**src/cow_pkg.sv**
```systemverilog
// Purpose: constants for the overwrite status and mailbox 0 mask block
// Assumes: axi4-lite, 32-bit data, one register per aligned word
// Notes:   offsets are byte addresses
package cow_pkg;
	// ----------------------------------------------------------------
	// register map
	// ----------------------------------------------------------------
	localparam logic [7:0]  OFS_OVERWRITE  = 8'h00;
	localparam logic [7:0]  OFS_MASK_LOW   = 8'h04;
	localparam logic [7:0]  OFS_MASK_HIGH  = 8'h08;
	localparam logic [7:0]  OFS_IRQ_STATUS = 8'h0c;
	localparam logic [7:0]  OFS_IRQ_MASK   = 8'h10;
	localparam logic [7:0]  OFS_PENDING    = 8'h14;
	localparam logic [15:0] RST_REG16      = 16'h0000;
	// writable bits of the high mask; bits 12..10 are reserved
	localparam logic [15:0] MASK_HIGH_WR   = 16'he3ff;
	// ----------------------------------------------------------------
	// interrupt status bits
	// ----------------------------------------------------------------
	localparam int          IRQ_OVERWRITE  = 0;
	localparam int          IRQ_RECEIVE    = 1;
	localparam logic [1:0]  IRQ_BITS_RST   = 2'h0;
	localparam logic [1:0]  RESP_OKAY      = 2'h0;
	localparam logic [1:0]  RESP_SLVERR    = 2'h2;
	typedef enum logic [1:0] {
		COW_IDLE = 2'b00,
		COW_RESP = 2'b01
	} cow_wstate_t;
endpackage

```
**src/cow_regs.sv**
```systemverilog
// Purpose: overwrite flags, receive pending flags and mailbox 0 id mask
// Assumes: receive path on the same clock as aclk
// Notes:   register fields fit in the low 16 bits of each word
//          read data and responses leave registers, reads one cycle and writes two cycles after the handshake
//
// Operation
// - sixteen overwrite flags, byte-swapped mailbox order
// - overwrite set on receive while pending
// - newer message replaces unread stored contents
// - masks apply only to mailbox 0 match
// - mask one ignores bit, zero compares
// - low mask byte-swapped onto id 15..0
// - high mask maps onto id 28..16
// - high mask bits 12..10 read zero
// - receive completion sets receive pending flag
`timescale 1ns/100ps
module cow_regs
	import cow_pkg::*;
#(
	parameter int N_MBOX = 16
) (
	// clock and reset
	input  wire logic        aclk,
	input  wire logic        aresetn,
	// axi4-lite write
	input  wire logic [7:0]  s_axi_awaddr,
	input  wire logic        s_axi_awvalid,
	output logic             s_axi_awready,
	input  wire logic [31:0] s_axi_wdata,
	input  wire logic [3:0]  s_axi_wstrb,
	input  wire logic        s_axi_wvalid,
	output logic             s_axi_wready,
	output logic [1:0]       s_axi_bresp,
	output logic             s_axi_bvalid,
	input  wire logic        s_axi_bready,
	// axi4-lite read
	input  wire logic [7:0]  s_axi_araddr,
	input  wire logic        s_axi_arvalid,
	output logic             s_axi_arready,
	output logic [31:0]      s_axi_rdata,
	output logic [1:0]       s_axi_rresp,
	output logic             s_axi_rvalid,
	input  wire logic        s_axi_rready,
	// receive path: completion pulse, target mailbox, software read done
	input  wire logic        rx_done,
	input  wire logic [3:0]  rx_mbox,
	input  wire logic [15:0] pending_clear,
	// identifier comparison for mailbox 0
	input  wire logic [28:0] rx_id,
	input  wire logic [28:0] mbox0_id,
	output logic             mbox0_match,
	// store strobe to the mailbox ram; always overwrites
	output logic             store_we,
	output logic [3:0]       store_mbox,
	output logic             irq
);
	// only the sixteen-flag layout is mapped; refuse anything else
	if (N_MBOX != 16) begin : g_bad_mbox
		$error("cow_regs serves exactly 16 mailboxes");
	end

	// ----------------------------------------------------------------
	// helpers
	// ----------------------------------------------------------------
	// register bit n holds mailbox/id bit n with bytes swapped
	// one swap serves the flags, the pending word and the low mask
	function automatic logic [15:0] swap16(input logic [15:0] v);
		return {v[7:0], v[15:8]};
	endfunction

	// ----------------------------------------------------------------
	// state
	// ----------------------------------------------------------------
	logic [15:0] overwrite_q;       // mailbox order, bit n = mailbox n
	logic [15:0] pending_q;         // receive_pending_flag per mailbox
	logic [15:0] mask_low_q;
	logic [15:0] mask_high_q;
	logic [1:0]  irq_stat_q;
	logic [1:0]  irq_mask_q;
	// write halves are held here until the response retires
	logic        aw_have_q;
	logic        w_have_q;
	logic [7:0]  aw_addr_q;
	logic [31:0] w_data_q;
	logic [3:0]  w_strb_q;
	cow_wstate_t wst_q;
	logic        match_q;
	logic        store_q;
	logic [3:0]  store_mbox_q;
	logic        irq_q;
	logic        rvalid_q;
	logic [31:0] rdata_q;
	logic [1:0]  rresp_q;
	logic        awready_q;
	logic        wready_q;
	logic        arready_q;

	// ----------------------------------------------------------------
	// write channel decode
	// ----------------------------------------------------------------
	wire         do_write  = aw_have_q && w_have_q && wst_q == COW_IDLE;
	// only the two low byte strobes matter; every field fits in 16 bits
	wire         lo_en     = w_strb_q[0];
	wire         hi_en     = w_strb_q[1];
	wire [15:0]  be_mask   = {{8{hi_en}}, {8{lo_en}}};
	wire [15:0]  wval      = w_data_q[15:0];
	wire         wr_ovw    = do_write && aw_addr_q == OFS_OVERWRITE;
	wire         wr_mlo    = do_write && aw_addr_q == OFS_MASK_LOW;
	wire         wr_mhi    = do_write && aw_addr_q == OFS_MASK_HIGH;
	wire         wr_imask  = do_write && aw_addr_q == OFS_IRQ_MASK && lo_en;
	wire         w_mapped  = aw_addr_q == OFS_OVERWRITE || aw_addr_q == OFS_MASK_LOW ||
	                         aw_addr_q == OFS_MASK_HIGH || aw_addr_q == OFS_IRQ_STATUS ||
	                         aw_addr_q == OFS_IRQ_MASK  || aw_addr_q == OFS_PENDING;

	// ----------------------------------------------------------------
	// receive events
	// ----------------------------------------------------------------
	wire [15:0]  rx_onehot = rx_done ? (16'h0001 << rx_mbox) : 16'h0000;
	wire [15:0]  ovw_set   = rx_onehot & pending_q;
	wire [15:0]  ovw_clr   = wr_ovw ? swap16(wval & be_mask) : 16'h0000;
	// the set term is ORed last, so a receive beats a W1C landing in the
	// same cycle and no overwrite is ever lost to a racing clear
	wire [15:0]  ovw_d     = (overwrite_q & ~ovw_clr) | ovw_set;
	// pending is cleared by the receive path once software has read the
	// mailbox; a new receive in that cycle keeps it set
	wire [15:0]  pend_d    = (pending_q & ~pending_clear) | rx_onehot;

	// ----------------------------------------------------------------
	// mailbox 0 acceptance
	// ----------------------------------------------------------------
	wire [15:0]  mlo_d     = (mask_low_q & ~be_mask) | (wval & be_mask);
	wire [15:0]  mhi_d     = (mask_high_q & ~(be_mask & MASK_HIGH_WR)) |
	                         (wval & be_mask & MASK_HIGH_WR);
	wire [15:0]  id_lo_dc  = swap16(mask_low_q);
	wire [12:0]  id_hi_dc  = {mask_high_q[7:0], mask_high_q[15:13], mask_high_q[9:8]};
	wire [28:0]  dont_care = {id_hi_dc, id_lo_dc};
	// a set mask bit drops that id bit from the compare; only the mailbox 0
	// match sees the masks, other mailboxes compare the full identifier
	// match is registered, so it answers one cycle after rx_id settles
	wire         match_d   = ((rx_id ^ mbox0_id) & ~dont_care) == 29'h0;

	// ----------------------------------------------------------------
	// interrupt status, cleared by reading it
	// ----------------------------------------------------------------
	wire         ar_take   = s_axi_arvalid && arready_q;
	wire         rd_istat  = ar_take && s_axi_araddr == OFS_IRQ_STATUS;
	wire [1:0]   irq_ev    = {rx_done, |ovw_set};
	// the clearing read returns the pre-clear value, and an event in the
	// same cycle survives for the next read
	wire [1:0]   istat_d   = (rd_istat ? IRQ_BITS_RST : irq_stat_q) | irq_ev; // set wins

	// ----------------------------------------------------------------
	// read data mux
	// ----------------------------------------------------------------
	// reserved high mask bits read zero here as well as being unwritable
	logic [31:0] rd_mux;
	logic        rd_ok;
	always_comb begin
		rd_ok  = 1'b1;
		rd_mux = 32'h0;
		case (s_axi_araddr)
			OFS_OVERWRITE:  rd_mux = {16'h0, swap16(overwrite_q)};
			OFS_MASK_LOW:   rd_mux = {16'h0, mask_low_q};
			OFS_MASK_HIGH:  rd_mux = {16'h0, mask_high_q & MASK_HIGH_WR};
			OFS_IRQ_STATUS: rd_mux = {30'h0, irq_stat_q};
			OFS_IRQ_MASK:   rd_mux = {30'h0, irq_mask_q};
			OFS_PENDING:    rd_mux = {16'h0, swap16(pending_q)};
			default:        rd_ok  = 1'b0;
		endcase
	end

	// ----------------------------------------------------------------
	// registers
	// ----------------------------------------------------------------
	always_ff @(posedge aclk) begin
		if (!aresetn) begin
			overwrite_q <= RST_REG16;
			pending_q   <= RST_REG16;
			mask_low_q  <= RST_REG16;
			mask_high_q <= RST_REG16;
			irq_stat_q  <= IRQ_BITS_RST;
			irq_mask_q  <= IRQ_BITS_RST;
		end else begin
			overwrite_q <= ovw_d;
			pending_q   <= pend_d;
			irq_stat_q  <= istat_d;
			// masks change only on a write to their own word
			if (wr_mlo) mask_low_q <= mlo_d;
			if (wr_mhi) mask_high_q <= mhi_d;
			if (wr_imask) irq_mask_q <= w_data_q[1:0];
		end
	end

	// receive path outputs; store always writes, even over unread data
	always_ff @(posedge aclk) begin
		if (!aresetn) begin
			match_q      <= 1'b0;
			store_q      <= 1'b0;
			store_mbox_q <= 4'h0;
			irq_q        <= 1'b0;
		end else begin
			match_q      <= match_d;
			store_q      <= rx_done;
			// store_mbox follows rx_mbox; only store_we qualifies it
			store_mbox_q <= rx_mbox;
			irq_q        <= |(istat_d & irq_mask_q);
		end
	end

	// write address and data captured in either order
	// the response state keeps the next write out until bready has
	// retired the current one
	always_ff @(posedge aclk) begin
		if (!aresetn) begin
			aw_have_q <= 1'b0;
			w_have_q  <= 1'b0;
			aw_addr_q <= 8'h0;
			w_data_q  <= 32'h0;
			w_strb_q  <= 4'h0;
			wst_q     <= COW_IDLE;
		end else begin
			if (s_axi_awvalid && s_axi_awready) begin
				aw_have_q <= 1'b1;
				aw_addr_q <= s_axi_awaddr;
			end
			if (s_axi_wvalid && s_axi_wready) begin
				w_have_q <= 1'b1;
				w_data_q <= s_axi_wdata;
				w_strb_q <= s_axi_wstrb;
			end
			case (wst_q)
				COW_IDLE: if (do_write) wst_q <= COW_RESP;
				COW_RESP: if (s_axi_bready) begin
					wst_q     <= COW_IDLE;
					aw_have_q <= 1'b0;
					w_have_q  <= 1'b0;
				end
				default: wst_q <= COW_IDLE;
			endcase
		end
	end

	// unmapped writes still answer, with slverr, so a master never hangs
	logic        bvalid_q;
	logic [1:0]  bresp_q;
	always_ff @(posedge aclk) begin
		if (!aresetn) begin
			bvalid_q <= 1'b0;
			bresp_q  <= RESP_OKAY;
		end else if (do_write) begin
			bvalid_q <= 1'b1;
			bresp_q  <= w_mapped ? RESP_OKAY : RESP_SLVERR;
		end else if (bvalid_q && s_axi_bready) begin
			bvalid_q <= 1'b0;
		end
	end

	always_ff @(posedge aclk) begin
		if (!aresetn) begin
			rvalid_q <= 1'b0;
			rdata_q  <= 32'h0;
			rresp_q  <= RESP_OKAY;
		end else if (ar_take) begin
			// data is taken once, at the address handshake
			rvalid_q <= 1'b1;
			rdata_q  <= rd_mux;
			rresp_q  <= rd_ok ? RESP_OKAY : RESP_SLVERR;
		end else if (s_axi_rready) begin
			rvalid_q <= 1'b0;
		end
	end

	// ----------------------------------------------------------------
	// outputs
	// ----------------------------------------------------------------
	// readies are registers so every output leaves a flip-flop; the cost
	// is an idle cycle between back-to-back transfers
	always_ff @(posedge aclk) begin
		if (!aresetn) begin
			awready_q <= 1'b0;
			wready_q  <= 1'b0;
			arready_q <= 1'b0;
		end else begin
			awready_q <= !aw_have_q && !(s_axi_awvalid && awready_q) && wst_q == COW_IDLE;
			wready_q  <= !w_have_q && !(s_axi_wvalid && wready_q) && wst_q == COW_IDLE;
			arready_q <= !rvalid_q && !ar_take;
		end
	end

	assign s_axi_awready = awready_q;
	assign s_axi_wready  = wready_q;
	assign s_axi_bvalid  = bvalid_q;
	assign s_axi_bresp   = bresp_q;
	assign s_axi_arready = arready_q;
	assign s_axi_rvalid  = rvalid_q;
	assign s_axi_rdata   = rdata_q;
	assign s_axi_rresp   = rresp_q;
	assign mbox0_match   = match_q;
	assign store_we      = store_q;
	assign store_mbox    = store_mbox_q;
	assign irq           = irq_q;
endmodule

```
**config.mk**
```make
export PLATFORM = sky130hd
export DESIGN_NAME = cow_regs
export DESIGN_NICKNAME = d
export VERILOG_FILES = /design/src/cow_pkg.sv /design/src/cow_regs.sv
export SDC_FILE = /design/constraint.sdc
export NUM_CORES = 1
export LEC_CHECK = 0
export ABC_AREA = 1
export BUFFER_PORTS_ARGS = -buffer_cell sky130_fd_sc_hd__buf_2
export CAP_MARGIN = 20
export CORE_UTILIZATION = 45
export CTS_CLUSTER_SIZE = 25
export DETAILED_ROUTE_END_ITERATION = 8
export GPL_TIMING_DRIVEN = 0
export MAX_ROUTING_LAYER = met4
export PLACE_DENSITY_LB_ADDON = 0.05
export SETUP_SLACK_MARGIN = 0.15
export SKIP_CTS_REPAIR_TIMING = 1
export SLEW_MARGIN = 10
export SYNTH_ARGS = -nofsm -noshare
export SYNTH_HDL_FRONTEND = slang
export SYNTH_SLANG_ARGS = --single-unit
```
**constraint.sdc**
```tcl
create_clock -name aclk -period 1.4 [get_ports aclk]
set_clock_uncertainty 0.05 [all_clocks]
set_input_delay 0.07 -clock aclk [delete_from_list [all_inputs] [get_ports aclk]]
set_output_delay 0.07 -clock aclk [all_outputs]
set_load 0.01 [all_outputs]
```
==> run metrics, run 1 <==
outcome=finished, violations left; failing checks=negative hold slack, negative setup slack; Pwr Density=1155 nW/um^2; IO buf count=146; worst setup margin=-0.2163 ns; nets=1,215; Synth top area share=41.50%; Power Internal=7.658 mW; Worst-Skew Late Latency=0.43 ns; R2R depth=9; fmax=0.6187 GHz; Gate Count Post-Synth=820; hold slack=-0.004102 ns; CP top delay family=simple AND/OR/NAND/NOR gates; layout cell share with drive strength beyond 1=32.11%; Worst Hold Depth=4; die area=13,760 um^2; 1st-iter DRT viols=493; initial antenna violation count=0; CTS Root Buffer Type=clkbuf_16; Vias/cell=4.997; Residual DRC=0; FILL cells=1,110; Gate power share=11.0%; Distinct cells, synth=39; Layout Utilization=68.07%; Tmin final=1.616 ns; H-tree depth=4; hpwl dp=13.78 mm; final instance area=8695 um^2; total number of vias=6,306; CP startpoint kind=flip-flop; warnings from Yosys=0; largest net degree at the start of global routing=17; ys flop type=dfxtp_1; Cell Area, Synth=5982 um^2; P_sw=2.385 mW; post-route setup TNS=-4.853 ns; cell taking the most area after synthesis=dfxtp_1; clock group share of total power=51.7%; Core Rows=41; CP Capture Type=flip-flop; slowest stage delay, CP=0.32 ns; Worst Max-Slew Pin Slew=0.7610 ns; Worst VDD drop=897.1 uV; Clock transition at path regs=0.06 ns; R2R Path Start=aw_addr_q[6]$_SDFFE_PN0P_; post-placement setup slack=-0.3128 ns; Worst Hold Class=input port to flip-flop; Post-synth EDFFs=0; antenna-violating nets left=0; leakage=3.911 nW; Final GP Congestion=0.9148; CTS tree=done; Seq pwr share=37.2%; syn_area_per_cell=7.295 um^2; Num Clock Sinks=124; Worst path depth=9; CP Max Fanout=6; Seq/Total Area, Yosys=41.50%; Avg WL per Cell=15.08 um; Tot GR Track Use=27.99%; Placed Cells=1,155; Area after DPL=7004 um^2; GRT overflow=0; critical-path cell list=inv_2, nand4_4, nor2_4, nand4_4, nor2_4, buf_6, buf_4, o21ai_1, nor2_1; DRT Pass-1 Iters=5; crit path kind=flip-flop to flip-flop; final-report max-slew violation count=0; register-to-register setup slack=-0.22 ns; Hold Vio Cnt, Final=2; slew margin rel.=49.27%; Core Region=12,770 um^2; switch share=23.74%; first-pass GRT wire length=26.99 mm; number of global-route vias before repair=5,394; CP Data Required Time=1.71 ns; CP max stage cell=dfxtp_2; unrepaired setup endpoints after global routing=yes; chip width=117.3 um; WHS Endpoint=pending_q[8]$_SDFF_PN0_; routed wire length=19.04 mm; CTS Buf Count=17; Area Overhead vs Synth=45.35%; crit share post-route=115.5%; largest cells by area after synthesis=dfxtp_1 41%, nand2_1 13%, nor2_1 6.5%; worst path arrival time=1.93 ns; setup violators final=43; Worst Path Buf+Inv=3; Ant. Diodes=0; #FFs+latches synth=124; I/O pin cnt=186; height of the die=117.3 um; final non-filler cell total=1,262; hold_sp=rx_mbox[2]; initial core utilization=46.83%; maxcap violations=0; asr flop ratio synth=0%; Max clock buf depth=2
## worst max path at each step
stage	from	endpoint	slack, ns
5_1_grt	aw_addr_q[6]$_SDFFE_PN0P_	flip-flop	-0.27
3_3_place_gp	aresetn	flip-flop	-0.33
2_1_floorplan	aw_have_q$_SDFF_PN0_	flip-flop	-0.02
6_report	aw_addr_q[6]$_SDFFE_PN0P_	flip-flop	-0.22
3_5_place_dp	aresetn	pending_q[6]$_SDFF_PN0_	-0.31
4_1_cts	aw_have_q$_SDFF_PN0_	flip-flop	-0.28
## metrics by stage
stage          hold WS [ns]  power [mW]
3_3_place_gp         0.2731       4.678
2_1_floorplan        0.1135       4.322
5_1_grt             0.02403       10.37
4_1_cts             -0.1770       9.851
3_5_place_dp         0.2758       4.684
6_report          -0.004102       10.04
## placed cells by master, fill, tap and decap left out, types with 4 or more instances in the layout
cell type,synthesis,layout
xnor2_1,8,8
clkbuf_2,0,6
buf_2,10,156
clkinvlp_4,0,6
nand3_1,23,17
nor2_4,5,18
a21oi_1,57,57
buf_6,6,8
nor2_1,104,90
a211oi_2,16,15
o21ai_0,55,48
nand3_4,3,4
clkbuf_16,0,19
nor3_1,5,5
buf_4,19,35
inv_1,88,80
nand3_2,0,5
o21ai_2,10,15
nand4_1,4,4
conb_1,1,18
bufinv_16,0,7
inv_2,3,10
o21ai_1,9,11
or2_2,4,4
dfxtp_1,124,115
dfxtp_2,0,9
nand2_2,3,10
o2111ai_1,15,15
xor2_1,4,4
nand2_1,208,200
dlygate4sd3_1,0,50
clkbuf_1,14,7
## cell type report
type	instances	area (um^2)	area share, %
Timing Repair Buffer	221	1498	17.23
Clock buffer	17	425.4	4.893
Inverter	92	354.1	4.073
Tap cell	172	215.2	2.475
Buffer	49	335.3	3.857
Clock inverter	15	270.3	3.108
Sequential cell	124	2494	28.68
Multi-Input combinational cell	572	3103	35.69
## cells by family (layout without fill, tap and decap cells)
kind of cell	after synthesis	in the layout	share of synthesized area (%)
and+or+nand+nor	369	369	27.11
AOI/OAI and AO/OA	173	173	18.57
buffers and inverters	141	394	11.00
DFF	124	124	41.50
xor gates and xnor gates	12	12	1.757
other	1	18	0.06269
## synth_stat cells, types with 5 or more instances
master and instances:
nor2_1 104, buf_4 19, clkbuf_1 14, nand3_1 23, xnor2_1 8, o21ai_1 9, o2111ai_1 15, o21ai_2 10
inv_1 88, a21oi_1 57, o21ai_0 55, nor3_1 5, buf_2 10, nand2_1 208, nor2_4 5, buf_6 6
a211oi_2 16, dfxtp_1 124
## metal layers
| metal | wire (um) | GRT usage (%) | vias up |
|---|---|---|---|
| met5 | 0 | - | - |
| met1 | 7994 | 32.52 | 2897 |
| met3 | 1330 | 7.827 | 36 |
| met4 | 401 | 9.198 | 0 |
| met2 | 9308 | 46.55 | 237 |
| li1 | - | - | 3136 |
## worst register-to-register path, delay by kind of cell (launching register included)
kind / cells / cell delay (ns)
AOI/OAI and AO/OA: 1 / 0.06
DFF: 1 / 0.32
buffers and inverters: 3 / 0.33
and+or+nand+nor: 5 / 0.80
## power groups by stage
stage / logic, mW / clock network (mW) / registers [mW]
final: 1.11 / 5.19 / 3.74
after global routing: 1.23 / 5.40 / 3.75
after CTS: 0.896 / 5.24 / 3.72
after detailed placement: 0.891 / 0 / 3.79
after global placement: 0.887 / 0 / 3.79
after floorplan: 0.541 / 0 / 3.78
(Power assumes the default switching activity.)
==> inputs of run 2 (changes only) <==
Settings changed: ABC_AREA 1 to unset, SLEW_MARGIN 10 to unset.
==> run metrics, run 2 <==
outcome=finished, violations left; failing checks=negative setup slack; asr flop ratio synth=0%; largest cells by area after synthesis=dfxtp_1 43%, mux2i_1 8.2%, nand2_1 5.9%; die area=13,220 um^2; Seq/Total Area, Yosys=43.22%; IO buf count=148; number of global-route vias before repair=4,946; Power Internal=6.864 mW; clock group share of total power=48.1%; Distinct cells, synth=57; Pwr Density=1099 nW/um^2; H-tree depth=4; I/O pin cnt=186; Worst-Skew Late Latency=0.42 ns; worst setup margin=-0.5825 ns; slowest stage delay, CP=0.57 ns; Power Total=8.913 mW; #FFs+latches synth=124; height of the die=115.0 um; Vias/cell=5.142; 1st-iter DRT viols=273; CTS tree=done; Tot GR Track Use=28.10%; switch share=22.99%; Area after DPL=6852 um^2; layout cell share with drive strength beyond 1=31.02%; hold_sp=s_axi_wvalid; initial core utilization=47.03%; Seq pwr share=41.3%; CP startpoint kind=flip-flop; crit path kind=flip-flop to flip-flop; post-route setup TNS=-24.09 ns; CP Data Required Time=1.62 ns; Core Region=12,210 um^2; Post-synth EDFFs=0; Ant. Diodes=0; P_sw=2.049 mW; CP Max Fanout=8; final instance area=8109 um^2; Worst Max-Slew Pin Slew=0.7896 ns; CTS Buf Count=17; Clock transition at path regs=0.05 ns; CP Capture Type=flip-flop; CTS Root Buffer Type=clkbuf_16; CP max stage cell=or4_4; CP top delay family=simple AND/OR/NAND/NOR gates; ys flop type=dfxtp_1; chip width=115.0 um; Sequential Area=2495 um^2; maxcap violations=0; Final GP Congestion=0.8988; commonest cells after routing, fill and taps aside=150 x buf_2, 116 x dfxtp_1, 79 x nand2_1; slew margin rel.=47.36%; most frequent cell after synthesis=dfxtp_1; Hold Vio Cnt, Final=0; setup violators final=50; Layout Utilization=66.40%; post-placement setup slack=-0.5704 ns; crit share post-route=141.6%; Tmin final=1.982 ns; Cell Area, Synth=5743 um^2; commonest non-fill, non-tap cell in the layout=buf_2; Avg WL per Cell=16.69 um; top post-synthesis cells by count=124 x dfxtp_1, 91 x nand2_1, 77 x nor2_1, 49 x a21oi_1, 47 x mux2i_1; Synth top area share=43.22%; unrepaired setup endpoints after global routing=yes; critical-path cell list=or4_4, nor3_4, and4b_1, buf_6, a21bo_2, a21oi_2; syn_area_per_cell=8.662 um^2; largest net degree at the start of global routing=17; first-pass GRT wire length=26.52 mm; Residual DRC=0; worst path arrival time=2.20 ns; Max clock buf depth=2; initial antenna violation count=0; Worst Hold Class=input port to flip-flop; Worst VDD drop=811.5 uV; crit path launch=aw_addr_q[6]$_SDFFE_PN0P_; leakage=3.608 nW; Area Overhead vs Synth=41.20%; nets=1,035; warnings from Yosys=0; routed wire length=17.98 mm; final-report max-slew violation count=0; Num Clock Sinks=124; FILL cells=1,062; total number of vias=5,538; R2R Path Start=aw_addr_q[6]$_SDFFE_PN0P_; fmax=0.5044 GHz; cell taking the most area after synthesis=dfxtp_1; antenna-violating nets left=0; GRT overflow=0; Worst Path Buf+Inv=1; area of the multi-input gates=3164 um^2; Core Rows=40; DRT Pass-1 Iters=5; hpwl dp=13.46 mm; Gate Count Post-Synth=663; Gate power share=10.6%
-- run 2: cell count changes in the layout (fill, tap and decap cells not counted), sizes merged, moves of 13 or more --
cell	change
nand2	-120
inv	-76
mux2i	+47
o21ai	-46
nor2	-35
xnor2	+21
buf	-20
nand3	-17
o2111ai	-15
a211oi	-14
o22ai	+14
a21boi	+13
-- run 2: area by class of cell --
class / instances / area share (%)
Inverter: 15 / 0.6943
Clock inverter: 7 / 1.080
Sequential cell: 124 / 30.77
Tap cell: 168 / 2.592
Multi-Input combinational cell: 490 / 39.02
Timing Repair Buffer: 198 / 15.26
Clock buffer: 24 / 6.064
Buffer: 51 / 4.521
-- run 2: worst register-to-register path: cells and delay by family, from the launching register on --
family / cells / cell delay (ns)
buf+inv: 1 / 0.17
simple gates: 3 / 1.09
compound gates: 2 / 0.20
flops: 1 / 0.31
-- run 2: power by group through the flow --
stage               logic, mW  registers (mW)  clock network [mW]
floorplan               0.462            3.73                   0
global placement        0.790            3.75                   0
detailed placement      0.800            3.75                   0
CTS                     0.804            3.68                4.33
global route             1.03            3.69                4.51
finish                  0.945            3.68                4.29
-- run 2: cell families (layout without fill, tap and decap cells) --
kind of cell | after synthesis | in the layout | synth area share [%]
buffers and inverters | 66 | 295 | 6.187
AOI/OAI and AO/OA | 148 | 148 | 16.51
muxes | 50 | 50 | 9.172
and+or+nand+nor | 245 | 245 | 20.41
other | 1 | 18 | 0.06530
DFF | 124 | 124 | 43.22
xor gates and xnor gates | 29 | 29 | 4.423
-- run 2: stage by stage --
stage	hold slack, ns	cells
after floorplan	0.1473	680
after global placement	0.2611	996
after detailed placement	0.2656	996
after CTS	-0.1737	1027
after global routing	0.03000	1077
final	0.02169	1077
-- run 2: final timing paths --
check	endpoint	slack [ns]	cells after the start
hold / removal	w_strb_q[0]$_SDFFE_PN0P_	0.02	4
setup reg to reg	overwrite_q[2]$_SDFF_PN0_	-0.58	6
setup / recovery	overwrite_q[2]$_SDFF_PN0_	-0.58	6
hold reg to reg	s_axi_arready$_SDFF_PN0_	0.38	1
-- run 2: metal layers --
layer  part of all wire (%)  track usage (%)  vias to the layer above
met3                    5.1            5.482                       13
li1                       -                -                     2731
met1                     45            36.20                     2596
met2                     49            44.50                      198
met4                   0.94            8.571                        0
met5                      0                -                        -
==> inputs of run 3 (changes only) <==
--- a/config.mk
+++ b/config.mk
@@ -8,4 +8,5 @@
 export BUFFER_PORTS_ARGS = -buffer_cell sky130_fd_sc_hd__buf_2
 export CAP_MARGIN = 20
+export CORE_MARGIN = 2
 export CORE_UTILIZATION = 45
 export CTS_CLUSTER_SIZE = 25
==> constraint.sdc (replaced) <==
create_clock -name aclk -period 1.4 [get_ports aclk]
set_clock_uncertainty 0.05 [all_clocks]
set_input_delay 0 -clock aclk [delete_from_list [all_inputs] [get_ports aclk]]
set_output_delay 0 -clock aclk [all_outputs]
set_load 0.01 [all_outputs]
==> run metrics, run 3 (synthesis results as in run 2) <==
outcome=finished, violations left; failing checks=negative hold slack, negative setup slack; nets=1,042; Core Region=12,520 um^2; clock group share of total power=47.6%; first-pass GRT wire length=26.37 mm; Final GP Congestion=0.9266; CP top delay family=simple AND/OR/NAND/NOR gates; 1st-iter DRT viols=315; Power Total=8.882 mW; Worst Max-Slew Pin Slew=0.7254 ns; Worst Path Buf+Inv=2; Placed Cells=1,000; Gate power share=10.9%; fmax=0.4995 GHz; initial antenna violation count=0; crit path kind=flip-flop to flip-flop; CP startpoint kind=flip-flop; CP Data Required Time=1.62 ns; Avg WL per Cell=16.77 um; CP Max Fanout=8; leakage=3.636 nW; height of the die=117.0 um; Hold Vio Cnt, Final=4; Worst VDD drop=687.3 uV; slew margin rel.=51.64%; Tmin final=2.002 ns; CTS Root Buffer Type=clkbuf_16; worst setup margin=-0.6021 ns; CTS Buf Count=17; die area=13,680 um^2; total number of vias=5,585; final-report max-slew violation count=0; switch share=23.02%; hold slack=-0.02873 ns; commonest non-fill, non-tap cell in the layout=buf_2; antenna-violating nets left=0; GRT overflow=0; Ant. Diodes=0; most used cell along the critical path=buf_6; H-tree depth=4; Layout Utilization=64.86%; Max clock buf depth=2; Area Overhead vs Synth=41.37%; Clock transition at path regs=0.05 ns; crit share post-route=143.0%; Worst-Skew Late Latency=0.42 ns; Num Clock Sinks=124; commonest cells after routing, fill and taps aside=152 x buf_2, 122 x dfxtp_1, 85 x nand2_1; chip width=117.0 um; unrepaired setup endpoints after global routing=yes; Power Internal=6.837 mW; Worst Hold Class=input port to flip-flop; Vias/cell=5.133; Area after DPL=6838 um^2; DRT Pass-1 Iters=7; final instance area=8119 um^2; Tot GR Track Use=26.99%; setup violators final=52; P_sw=2.045 mW; CTS tree=done; maxcap violations=0; worst path arrival time=2.22 ns; Residual DRC=0; post-placement setup slack=-0.7313 ns; routed wire length=18.25 mm; I/O pin cnt=186; number of global-route vias before repair=4,915; hpwl dp=13.74 mm; CP max stage cell=or4_4; Seq pwr share=41.5%; final non-filler cell total=1,088; critical-path cell list=or4_4, nor3_4, buf_6, and4b_1, buf_6, a21bo_2, a21oi_1; Core Rows=41; CP Capture Type=flip-flop; Pwr Density=1094 nW/um^2; largest net degree at the start of global routing=17; IO buf count=148; post-route setup TNS=-25.01 ns; layout cell share with drive strength beyond 1=29.48%; initial core utilization=45.88%; slowest stage delay, CP=0.57 ns
==> run 3: changes by cell type in the layout (fill, tap and decap cells not counted), moves of 4 or more <==
cell | before | now
dlygate4sd3_1 | 44 | 48
nand2_2 | 12 | 5
dfxtp_1 | 116 | 122
dfxtp_2 | 7 | 2
nand2_1 | 79 | 85
==> run 3: tightest hold or removal path: stages <==
cell      delay [ns]
buf_2           0.19
nand2b_1        0.14
nor3_1          0.05
==> run 3: routing by layer <==
metal	global-route usage [%]	wire length [um]
met3	5.767	1095
met1	33.87	7724
met5	-	0
met2	42.93	9062
met4	10.12	369
==> run 3: power groups by stage <==
stage          logic, mW  clock network (mW)  registers [mW]
2_1_floorplan      0.460                   0            3.73
4_1_cts            0.812                4.27            3.68
5_1_grt             1.06                4.47            3.69
6_report           0.971                4.23            3.68
3_5_place_dp       0.806                   0            3.75
3_3_place_gp       0.793                   0            3.75
==> run 3: layout make-up <==
| class | instances | area, um^2 |
|---|---|---|
| Buffer | 51 | 349.1 |
| Clock buffer | 24 | 481.7 |
| Clock inverter | 7 | 88.84 |
| Fill cell | 1135 | 4398 |
| Inverter | 15 | 56.30 |
| Multi-Input combinational cell | 490 | 3136 |
| Sequential cell | 124 | 2485 |
| Tap cell | 172 | 215.2 |
| Timing Repair Buffer | 205 | 1308 |
==> run 3: final timing paths <==
kind                             start                   endpoint  slack, ns  cells after the start
max          aw_addr_q[0]$_SDFFE_PN0P_  overwrite_q[2]$_SDFF_PN0_      -0.60                      7
min                            aresetn   s_axi_awready$_SDFF_PN0_      -0.03                      3
max reg2reg  aw_addr_q[0]$_SDFFE_PN0P_  overwrite_q[2]$_SDFF_PN0_      -0.60                      7
min reg2reg  s_axi_rvalid$_SDFFE_PN0P_   s_axi_arready$_SDFF_PN0_       0.38                      1
